<file path="src/hw/ilo_defs.vh">
`ifndef ILO_DEFS_VH
`define ILO_DEFS_VH
// opcode matching
`define ILO_OP_SUBLIT_HI 8'hE9
`define ILO_SEL_HI 7
`define ILO_SEL_LO 6
`define ILO_SEL_RETURN 2'h3
`define ILO_LIT_HI 5
// byte/bit-oriented operand fields
`define ILO_ABIT 8
`define ILO_DBIT 9
`define ILO_OFFSET_MAX 8'h5F
`define ILO_ACCESS_HI_BASE 12'hF00
// apb register map
`define ILO_REG_CTRL 12'h000
`define ILO_REG_FP 12'h004
`define ILO_REG_BSP 12'h008
`define ILO_REG_TOS 12'h00C
`define ILO_REG_OPER 12'h010
`define ILO_REG_EADDR 12'h014
`define ILO_REG_PC 12'h018
`define ILO_REG_STAT 12'h01C
// reset values
`define ILO_FP_RST 12'h000
`define ILO_PC_RST 21'h000000
`define ILO_BSP_RST 4'h0
`define ILO_TOS_RST 21'h000000
`define ILO_OPER_RST 16'h0000
// timing
`define ILO_CYC_SUBRET 2
`endif

</file>
<file path="src/hw/ilo_decode.v">
// How it works
// RL1: the subtract-and-return op takes a 6-bit literal 0..63 off the frame pointer, flags untouched.
// RL2: after the pointer update it returns by loading the program counter from the stack top.
// RL3: the op lasts two instruction cycles, the second one a no-operation.
// RL4: it is the subtract-from-pointer opcode 1110 1001 with select field 11, frame pointer only.
// RL5: enabling the extension also turns on indexed literal offset addressing of file operands.
// RL6: with extension off, address is access bank when a=0 and the bank pointer's bank when a=1.
// RL7: with extension on and a=0, operands up to 5Fh are offsets from the frame pointer.
// RL8: a frame pointer of zero maps offsets onto the original access-bank addresses.
// RL9: offset mode address is frame pointer plus offset 0..95, destination bit unchanged.
// RL10: with extension on, a=0 operands above 5Fh and all a=1 operands stay literal.
`include "ilo_defs.vh"
module ilo_decode #(
	parameter Q_PHASES = 4
) (
	// clock and reset
	input wire pclk,
	input wire presetn,
	// apb slave
	input wire psel,
	input wire penable,
	input wire pwrite,
	input wire [11:0] paddr,
	input wire [31:0] pwdata,
	output reg [31:0] prdata,
	output wire pready,
	output wire pslverr,
	// decode results
	output reg [11:0] eff_addr,
	output reg offset_mode,
	output reg dest_bit,
	output reg busy
);
	// one-hot sequencer states
	localparam ST_IDLE = 3'b001;
	localparam ST_EXEC = 3'b010;
	localparam ST_NOP = 3'b100;

	// sequencer position within the op and within the instruction cycle
	reg [2:0] state;
	reg [1:0] qph;
	// programmer-visible state of the core slice
	reg ext_enable;
	reg [11:0] frame_pointer;
	reg [3:0] bank_select_pointer;
	reg [20:0] return_stack_top;
	reg [20:0] prog_counter;
	reg [15:0] opword;
	// completed subtract-and-return ops, wraps at 8 bits
	reg [7:0] ret_count;
	// read decode and the word it selects
	reg bad_addr;
	reg [31:0] rd_mux;
	// effective address from the operand calculator
	wire [11:0] calc_addr;
	wire calc_offset;
	// bus qualifiers
	wire wr_en;
	wire rd_en;
	wire reg_wr;
	// sequencing strobes
	wire q_end;
	wire is_subret;
	wire launch;
	wire exec_done;
	wire nop_done;

	// apb qualifiers; registers only take writes while no op runs
	assign wr_en = psel && penable && pwrite;
	assign rd_en = psel && !penable && !pwrite;
	assign reg_wr = wr_en && !bad_addr && (state == ST_IDLE);
	// zero wait states: every access ends in its first access cycle
	assign pready = 1'b1;
	assign pslverr = psel && penable && bad_addr;

	// last q phase of the current instruction cycle
	assign q_end = (qph == Q_PHASES - 1);
	// opcode 1110 1001 11kk kkkk on the incoming operand word
	assign is_subret = (pwdata[15:8] == `ILO_OP_SUBLIT_HI) &&
		(pwdata[`ILO_SEL_HI:`ILO_SEL_LO] == `ILO_SEL_RETURN); // RL4
	// other select codes of the same opcode only load the operand
	assign launch = reg_wr && (paddr == `ILO_REG_OPER) && is_subret; // RL4
	// the first instruction cycle does the work, the second idles
	assign exec_done = (state == ST_EXEC) && q_end; // RL3
	assign nop_done = (state == ST_NOP) && q_end; // RL3

	// operand address calculator, shared by every byte/bit-oriented operand
	ilo_addr_calc i_ilo_addr_calc (
		.ext_enable(ext_enable),
		.access_sel(opword[`ILO_ABIT]),
		.file_field(opword[7:0]),
		.frame_pointer(frame_pointer),
		.bank_select_pointer(bank_select_pointer),
		.eff_addr(calc_addr),
		.offset_mode(calc_offset)
	);

	// read decode; unmapped offsets flag an error and read as zero
	always @* begin
		bad_addr = 1'b0;
		rd_mux = 32'h00000000;
		if (paddr == `ILO_REG_CTRL) begin
			rd_mux = {31'h0, ext_enable};
		end else if (paddr == `ILO_REG_FP) begin
			rd_mux = {20'h0, frame_pointer};
		end else if (paddr == `ILO_REG_BSP) begin
			rd_mux = {28'h0, bank_select_pointer};
		end else if (paddr == `ILO_REG_TOS) begin
			rd_mux = {11'h0, return_stack_top};
		end else if (paddr == `ILO_REG_OPER) begin
			rd_mux = {16'h0, opword};
		end else if (paddr == `ILO_REG_EADDR) begin
			rd_mux = {19'h0, offset_mode, eff_addr};
		end else if (paddr == `ILO_REG_PC) begin
			rd_mux = {11'h0, prog_counter};
		end else if (paddr == `ILO_REG_STAT) begin
			rd_mux = {21'h0, ret_count, busy, state[2:1]};
		end else begin
			bad_addr = 1'b1;
		end
	end

	// read data is caught in the setup cycle and stands through the access cycle,
	// so the bus sees a flip-flop and not the decode tree
	always @(posedge pclk or negedge presetn) begin
		if (!presetn) begin
			prdata <= 32'h00000000;
		end else if (rd_en) begin
			prdata <= rd_mux;
		end
	end

	// q-phase counter; a launch restarts it so the op owns whole instruction cycles
	always @(posedge pclk or negedge presetn) begin
		if (!presetn) begin
			qph <= 2'h0;
		end else if (launch) begin
			qph <= 2'h0;
		end else if (q_end) begin
			qph <= 2'h0;
		end else begin
			qph <= qph + 2'h1;
		end
	end

	// two-cycle sequencer; busy stands from launch to the end of the idle cycle
	always @(posedge pclk or negedge presetn) begin
		if (!presetn) begin
			state <= ST_IDLE;
			busy <= 1'b0;
			ret_count <= 8'h00;
		end else begin
			case (state)
				ST_IDLE: begin
					if (launch) begin
						state <= ST_EXEC; // RL4
						busy <= 1'b1;
					end
				end
				ST_EXEC: begin
					// pointer and program counter change at the last q phase
					if (exec_done) begin
						state <= ST_NOP; // RL3
					end
				end
				ST_NOP: begin
					// second instruction cycle: pointers hold; only ret_count, busy and state change, at its last q phase
					if (nop_done) begin
						ret_count <= ret_count + 8'h01; // RL3
						busy <= 1'b0;
						state <= ST_IDLE;
					end
				end
				default: begin
					state <= ST_IDLE;
					busy <= 1'b0;
				end
			endcase
		end
	end

	// software-visible registers; the op's pointer update and return land together
	// at the end of its first instruction cycle, and no status flags exist to touch
	always @(posedge pclk or negedge presetn) begin
		if (!presetn) begin
			ext_enable <= 1'b0;
			frame_pointer <= `ILO_FP_RST;
			bank_select_pointer <= `ILO_BSP_RST;
			return_stack_top <= `ILO_TOS_RST;
			prog_counter <= `ILO_PC_RST;
			opword <= `ILO_OPER_RST;
		end else if (exec_done) begin
			frame_pointer <= frame_pointer - {6'h00, opword[`ILO_LIT_HI:0]}; // RL1
			prog_counter <= return_stack_top; // RL2
		end else if (reg_wr) begin
			// read-only and unmapped offsets fall through untouched
			if (paddr == `ILO_REG_CTRL) begin
				ext_enable <= pwdata[0]; // RL5
			end else if (paddr == `ILO_REG_FP) begin
				frame_pointer <= pwdata[11:0];
			end else if (paddr == `ILO_REG_BSP) begin
				bank_select_pointer <= pwdata[3:0];
			end else if (paddr == `ILO_REG_TOS) begin
				return_stack_top <= pwdata[20:0];
			end else if (paddr == `ILO_REG_PC) begin
				prog_counter <= pwdata[20:0];
			end else if (paddr == `ILO_REG_OPER) begin
				opword <= pwdata[15:0];
			end
		end
	end

	// operand results follow the operand or a pointer change one cycle later;
	// the destination bit passes through untouched in either addressing mode
	always @(posedge pclk or negedge presetn) begin
		if (!presetn) begin
			eff_addr <= 12'h000;
			offset_mode <= 1'b0;
			dest_bit <= 1'b0;
		end else begin
			eff_addr <= calc_addr; // RL9
			offset_mode <= calc_offset; // RL7
			dest_bit <= opword[`ILO_DBIT]; // RL9
		end
	end
endmodule // ilo_decode

</file>
<file path="src/hw/ilo_addr_calc.v">
`include "ilo_defs.vh"
// effective data address for a byte/bit-oriented file operand
module ilo_addr_calc (
	// operand
	input wire ext_enable,
	input wire access_sel,
	input wire [7:0] file_field,
	// pointers
	input wire [11:0] frame_pointer,
	input wire [3:0] bank_select_pointer,
	// result
	output reg [11:0] eff_addr,
	output reg offset_mode
);
	// selects literal, banked or offset addressing
	always @* begin
		offset_mode = ext_enable && !access_sel && (file_field <= `ILO_OFFSET_MAX); // RL5 RL7
		if (offset_mode) begin
			eff_addr = frame_pointer + {4'h0, file_field}; // RL9 RL8
		end else if (access_sel) begin
			eff_addr = {bank_select_pointer, file_field}; // RL6 RL10
		end else if (file_field <= `ILO_OFFSET_MAX) begin
			eff_addr = {4'h0, file_field}; // RL6
		end else begin
			eff_addr = `ILO_ACCESS_HI_BASE | {4'h0, file_field}; // RL6 RL10
		end
	end
endmodule // ilo_addr_calc

</file>
<file path="config.mk">
export PLATFORM = sky130hd
export DESIGN_NAME = ilo_decode
export DESIGN_NICKNAME = d
export VERILOG_FILES = /design/src/hw/ilo_decode.v /design/src/hw/ilo_addr_calc.v
export VERILOG_INCLUDE_DIRS = /design/src /design/src/hw
export SDC_FILE = /design/constraint.sdc
export NUM_CORES = 1
export LEC_CHECK = 0
export ABC_AREA = 1
export BUFFER_PORTS_ARGS = -buffer_cell sky130_fd_sc_hd__buf_4
export CAP_MARGIN = 15
export CORE_ASPECT_RATIO = 0.75
export CORE_UTILIZATION = 54
export CTS_CLUSTER_SIZE = 25
export DETAILED_ROUTE_END_ITERATION = 8
export PLACE_DENSITY = 0.8
export SLEW_MARGIN = 25
export SYNTH_ARGS = -nofsm -noshare
export SYNTH_HDL_FRONTEND = slang
export SYNTH_SLANG_ARGS = --single-unit
</file>
<file path="constraint.sdc">
create_clock -name pclk -period 3.9 [get_ports pclk]
set_input_delay 0.78 -clock pclk [delete_from_list [all_inputs] [get_ports pclk]]
set_output_delay 0.78 -clock pclk [all_outputs]
set_load 0.01 [all_outputs]
</file>
* Word level (Yosys, flattened, before mapping)
Index checks and enable logic that the tools add are counted.
Storage, ports and cells: memory bits (read-only) 0, output and inout bits 49, latch bits 0, bits in writable memories 0, bits of input ports 49, flip-flop bits (word level) 135, memories kept 0
Cells by class: muxes and demuxes 39, add/subtract/negate cells 4, multiply operators 0, equal/unequal tests 20, $lt $le $gt $ge 1, reduce and logical (&&, ||, !) cells 31, bitwise logic cells 7, shift-type cells 0, divide/modulo/power cells 0
Operators by type and width (count):
- 2-to-1 mux 21 bit | 13
- 2-to-1 mux 12 bit | 7
- == test 12 x 5 -> 1 bit (second input constant) | 4
- 2-to-1 mux 32 bit | 1
- == test 12 x 4 -> 1 bit (second input constant) | 2
- logical AND 1 bit | 14
- inequality test 2 bit (second input constant) | 7
- adder 12 x 8 -> 12 bit | 1
- == test 12 x 3 -> 1 bit (second input constant) | 1
- zero test 12 bit | 1
- AND reduction 3 bit | 4
- AND reduction 6 bit | 2
- subtractor 12 x 6 -> 12 bit | 1
- 2-to-1 mux 11 bit | 1
- 2-to-1 mux 1 bit | 10
- 2-to-1 mux 3 bit | 3
- one-hot mux 3 bit (3 select lines) | 1
- adder 8 x 1 -> 8 bit (second input constant) | 1
- == test 8 bit (second input constant) | 1
- less-or-equal comparator 8 x 7 -> 1 bit (second input constant) | 1
- AND reduction 8 bit | 1
- NOT 1 bit | 7
- nonzero test 2 bit | 3
- AND reduction 5 bit | 1
- 9 further kinds | 14

* Depth between registers and ports, before layout
depth in word-level cells 16, mapped depth 12

* Cells and area by module
A second synthesis with hierarchy kept.
Unflattened totals: cell total of the unflattened synthesis 985, area total of the unflattened synthesis 7345.8 sq um
By module, submodules not included:
- ilo_decode | cells an instance 845, area an instance 6616.3 sq um, times used 1
- ilo_addr_calc | cells an instance 140, area an instance 729.4 sq um, times used 1

* Least setup slack after synthesis
OpenSTA, ideal clock, no wires.
path type input-to-output, start point input paddr[9], end point output pslverr, arrival time 1.452 ns, buffers on the path 0, slack 1.668 ns, required time 3.120 ns, stages 6, cells stage by stage nor2_2 nand2_2 nor2_4 nor2_2 nor2_4 nor2_1
On the way: cells in the longest elaborated chain, start to end 10, elaborated cells on any way between the ends 17
RTL lines:
- start, declared | line ilo_decode.v:23 | input wire [11:0] paddr,
- == test 12 x 5 -> 1 bit (no source line)
- 2-to-1 mux 1 bit | line ilo_decode.v:116 | end else if (paddr == `ILO_REG_STAT) begin
- 2-to-1 mux 1 bit | line ilo_decode.v:114 | end else if (paddr == `ILO_REG_PC) begin
- 2-to-1 mux 1 bit | line ilo_decode.v:112 | end else if (paddr == `ILO_REG_EADDR) begin
- 2-to-1 mux 1 bit | line ilo_decode.v:110 | end else if (paddr == `ILO_REG_OPER) begin
- 2-to-1 mux 1 bit | line ilo_decode.v:108 | end else if (paddr == `ILO_REG_TOS) begin
- 2-to-1 mux 1 bit | line ilo_decode.v:106 | end else if (paddr == `ILO_REG_BSP) begin
- 2-to-1 mux 1 bit | line ilo_decode.v:104 | end else if (paddr == `ILO_REG_FP) begin
- 2-to-1 mux 1 bit * | line ilo_decode.v:102 | if (paddr == `ILO_REG_CTRL) begin
- logical AND 1 bit * | line ilo_decode.v:74 | assign pslverr = psel && penable && bad_addr;
- end, declared | line ilo_decode.v:27 | output wire pslverr,
Every way passes the cells marked *; elsewhere a longest branch is shown, timed or not.

* Worst setup path in the final report
Same ends and word-level chain as after synthesis.

==> metrics <==
Netlist cell types 45; largest net degree at the start of global routing 73; Die H 101 um; global route overflow 0; die footprint 13600 um^2; Avg Cell Area, Syn 7.32 um^2; Critical Path RT 3.12 ns; worst-path maximum fanout 24; number of diodes 0; Cell Area, Synth 7090 um^2; first-pass GRT wire length 33.3 mm; final worst slack 1.13 ns; TNS Setup 0 ns; CTS Buf Count 17; Pleak 4.32 nW; DRC viols 0; Seq/Total Area, Yosys 0.438; Syn Inst Count 968; DP HPWL 14.6 mm; CTS resizes 0; max_slew headroom 0.390; number of synthesized register bits 124; final period utilization 0.711; fillers 1077; worst slew pin tran 0.912 ns; Initial Utilization 0.566; Critical Path Start Type primary input; RePlAce Congestion 0.922; CORE AREA 12500 um^2; most common cell in the netlist nand2_1; clock power share 0.555; peak supply drop 347 uV; endpoint class of the critical path output port; Storage cell area 3100 um^2; Commonest cells post-synth 290 x nand2_1, 123 x dfrtp_1, 115 x inv_1; Seq pwr share 0.404; Yosys top cell area share 0.434; CTS H-tree depth 4; worst skew pair latency 0.42 ns; flop2flop setup slack 1.40 ns; num rows 35; DRT Pass-1 Iters 8; initial antenna violation count 0; status complete, no violations; Switching Share 0.226; Place WS 1.04 ns; unrepaired setup endpoints after global routing no; synth top area cells dfrtp_1 43%, nand2_1 15%, nand3_1 6.4%; Post-synth ARST share 1.00; ys flop type dfrtp_1; Final Util 0.671; Comb power frac 0.042; kind of critical path in2out; postcts setup bufs 0; post-layout min period 2.77 ns; highest clock rate 361 MHz; post-DR vias/cell 5.65; largest area contributor in the netlist dfrtp_1; Reg clk slew, reported paths 0.06 ns; clock skew 0.00699 ns; layout cells sized above 1 0.137; final layout net count 1103; CTS Hold Buffers Added 0; final WL 20.9 mm; crit path DAT 1.99 ns; Hold Fails Final Rpt 0; Worst path slowest cell buf_4; port bufs 74; Ys Warns 0; area of the multi-input gates 3310 um^2; Global Route Usage Sum 0.325; I/O pin cnt 98; Cell Chain, Critical Path buf_4, nor2_2, nand3_1, nor2_2, buf_4, nor2_2, nor2_4, nor2_1, buf_4; Power Density 381 nW/um^2; Pint 0.00248 W; vias in the first global route 6401; DR vias 6861; Post-synth EDFFs 0; net switching power 0.000723 W; hold crit path type in2async; post-route ant nets 0; max cap viols 0; CTS Sinks 124; mean routed wirelength per cell 17.2 um; 1st-iter DRT viols 778; root buf cell clkbuf_16; Die X-Extent 134 um; Syn-to-layout area delta 18.5%; slowest stage delay, CP 0.29 ns; setup violators final 0; clock tree buffer depth 2; CTS tree done; Slew Limit Fails 0
-- registers in the layout (all words and copies together) (netlist names) --
register,count
ret_count,8
dest_bit,1
frame_pointer,12
bank_select_pointer,4
prog_counter,21
opword,16
return_stack_top,21
qph,2
offset_mode,1
prdata,21
busy,1
state,3
ext_enable,1
eff_addr,12
-- power groups by stage --
stage / sequential (W) / combinational (W) / clock [W]
2_1_floorplan: 0.00132 / 0.0000571 / 0
3_3_place_gp: 0.00132 / 0.000132 / 0
3_5_place_dp: 0.00132 / 0.000132 / 0
4_1_cts: 0.00129 / 0.000135 / 0.00178
5_1_grt: 0.00129 / 0.000148 / 0.00185
6_report: 0.00129 / 0.000134 / 0.00178
-- routing by layer --
layer  share of wire  wire (um)  up-vias  global-route usage
met4           0.022        449        0               0.122
li1                -          -     3231                   -
met1            0.45       9420     3227               0.466
met3           0.089       1850       49              0.0686
met2            0.44       9140      354               0.489
met5               0          0        -                   0
-- critical path: cells and delay by family --
family        cells  cell delay [ns]
simple gates      6             0.67
buf+inv           3             0.54
-- kinds of logic after synthesis --
family	share of synthesized area
flip-flops	0.438
multiplexers	0.00159
buffers and inverters	0.100
XOR/XNOR	0.0111
AO/OA/AOI/OAI	0.120
other	0.00106
AND/OR/NAND/NOR	0.294
adder cells (fa/ha/maj)	0.0339
-- cells in the final DEF, fill, tap and decap left out, types with 2 or more instances in the layout --
cell	count
buf_4	86
a21oi_1	29
o21bai_1	7
bufinv_16	5
ha_1	16
conb_1	12
nand3b_1	2
nand2_1	290
nor2_4	2
nand3_1	91
nor2_1	58
o22ai_1	7
a31oi_1	2
or2_2	3
xor2_1	5
clkinv_4	4
fa_1	2
o21ai_1	32
nand2_2	4
xnor2_1	4
inv_2	2
o21ai_0	71
dfrtp_1	123
nand4_1	11
clkbuf_16	17
nor3_1	16
inv_1	115
o221ai_1	3
inv_6	5
nor2_2	7
-- cell type report --
cell class                      count  area share
Sequential cell                   124       0.370
Clock buffer                       17      0.0506
Inverter                          119      0.0538
Multi-Input combinational cell    687       0.394
Tap cell                          166      0.0247
Timing Repair Buffer               87      0.0792
Clock inverter                     15      0.0277
-- final timing paths --
path | start | to | cells after the start
worst max register to register | opword[0] | eff_addr[10] | 12
min in group pclk | opword[9] | dest_bit | 0
max in group asynchronous | presetn | state[0] | 2
worst min register to register | opword[9] | dest_bit | 0
worst max-delay path | paddr[9] | pslverr | 9
worst min-delay path | presetn | prdata[5] | 1
-- through the flow --
step                cells  total power (W)  hold slack, ns  instance area, um^2
floorplan             978          0.00137           0.374                 7130
global placement     1183          0.00145           0.416                 7740
detailed placement   1183          0.00145           0.425                 7740
CTS                  1215          0.00321           0.436                 8400
global route         1215          0.00329           0.447                 8400
finish               1215          0.00320           0.414                 8400
Power figures use the tool's default switching activity.
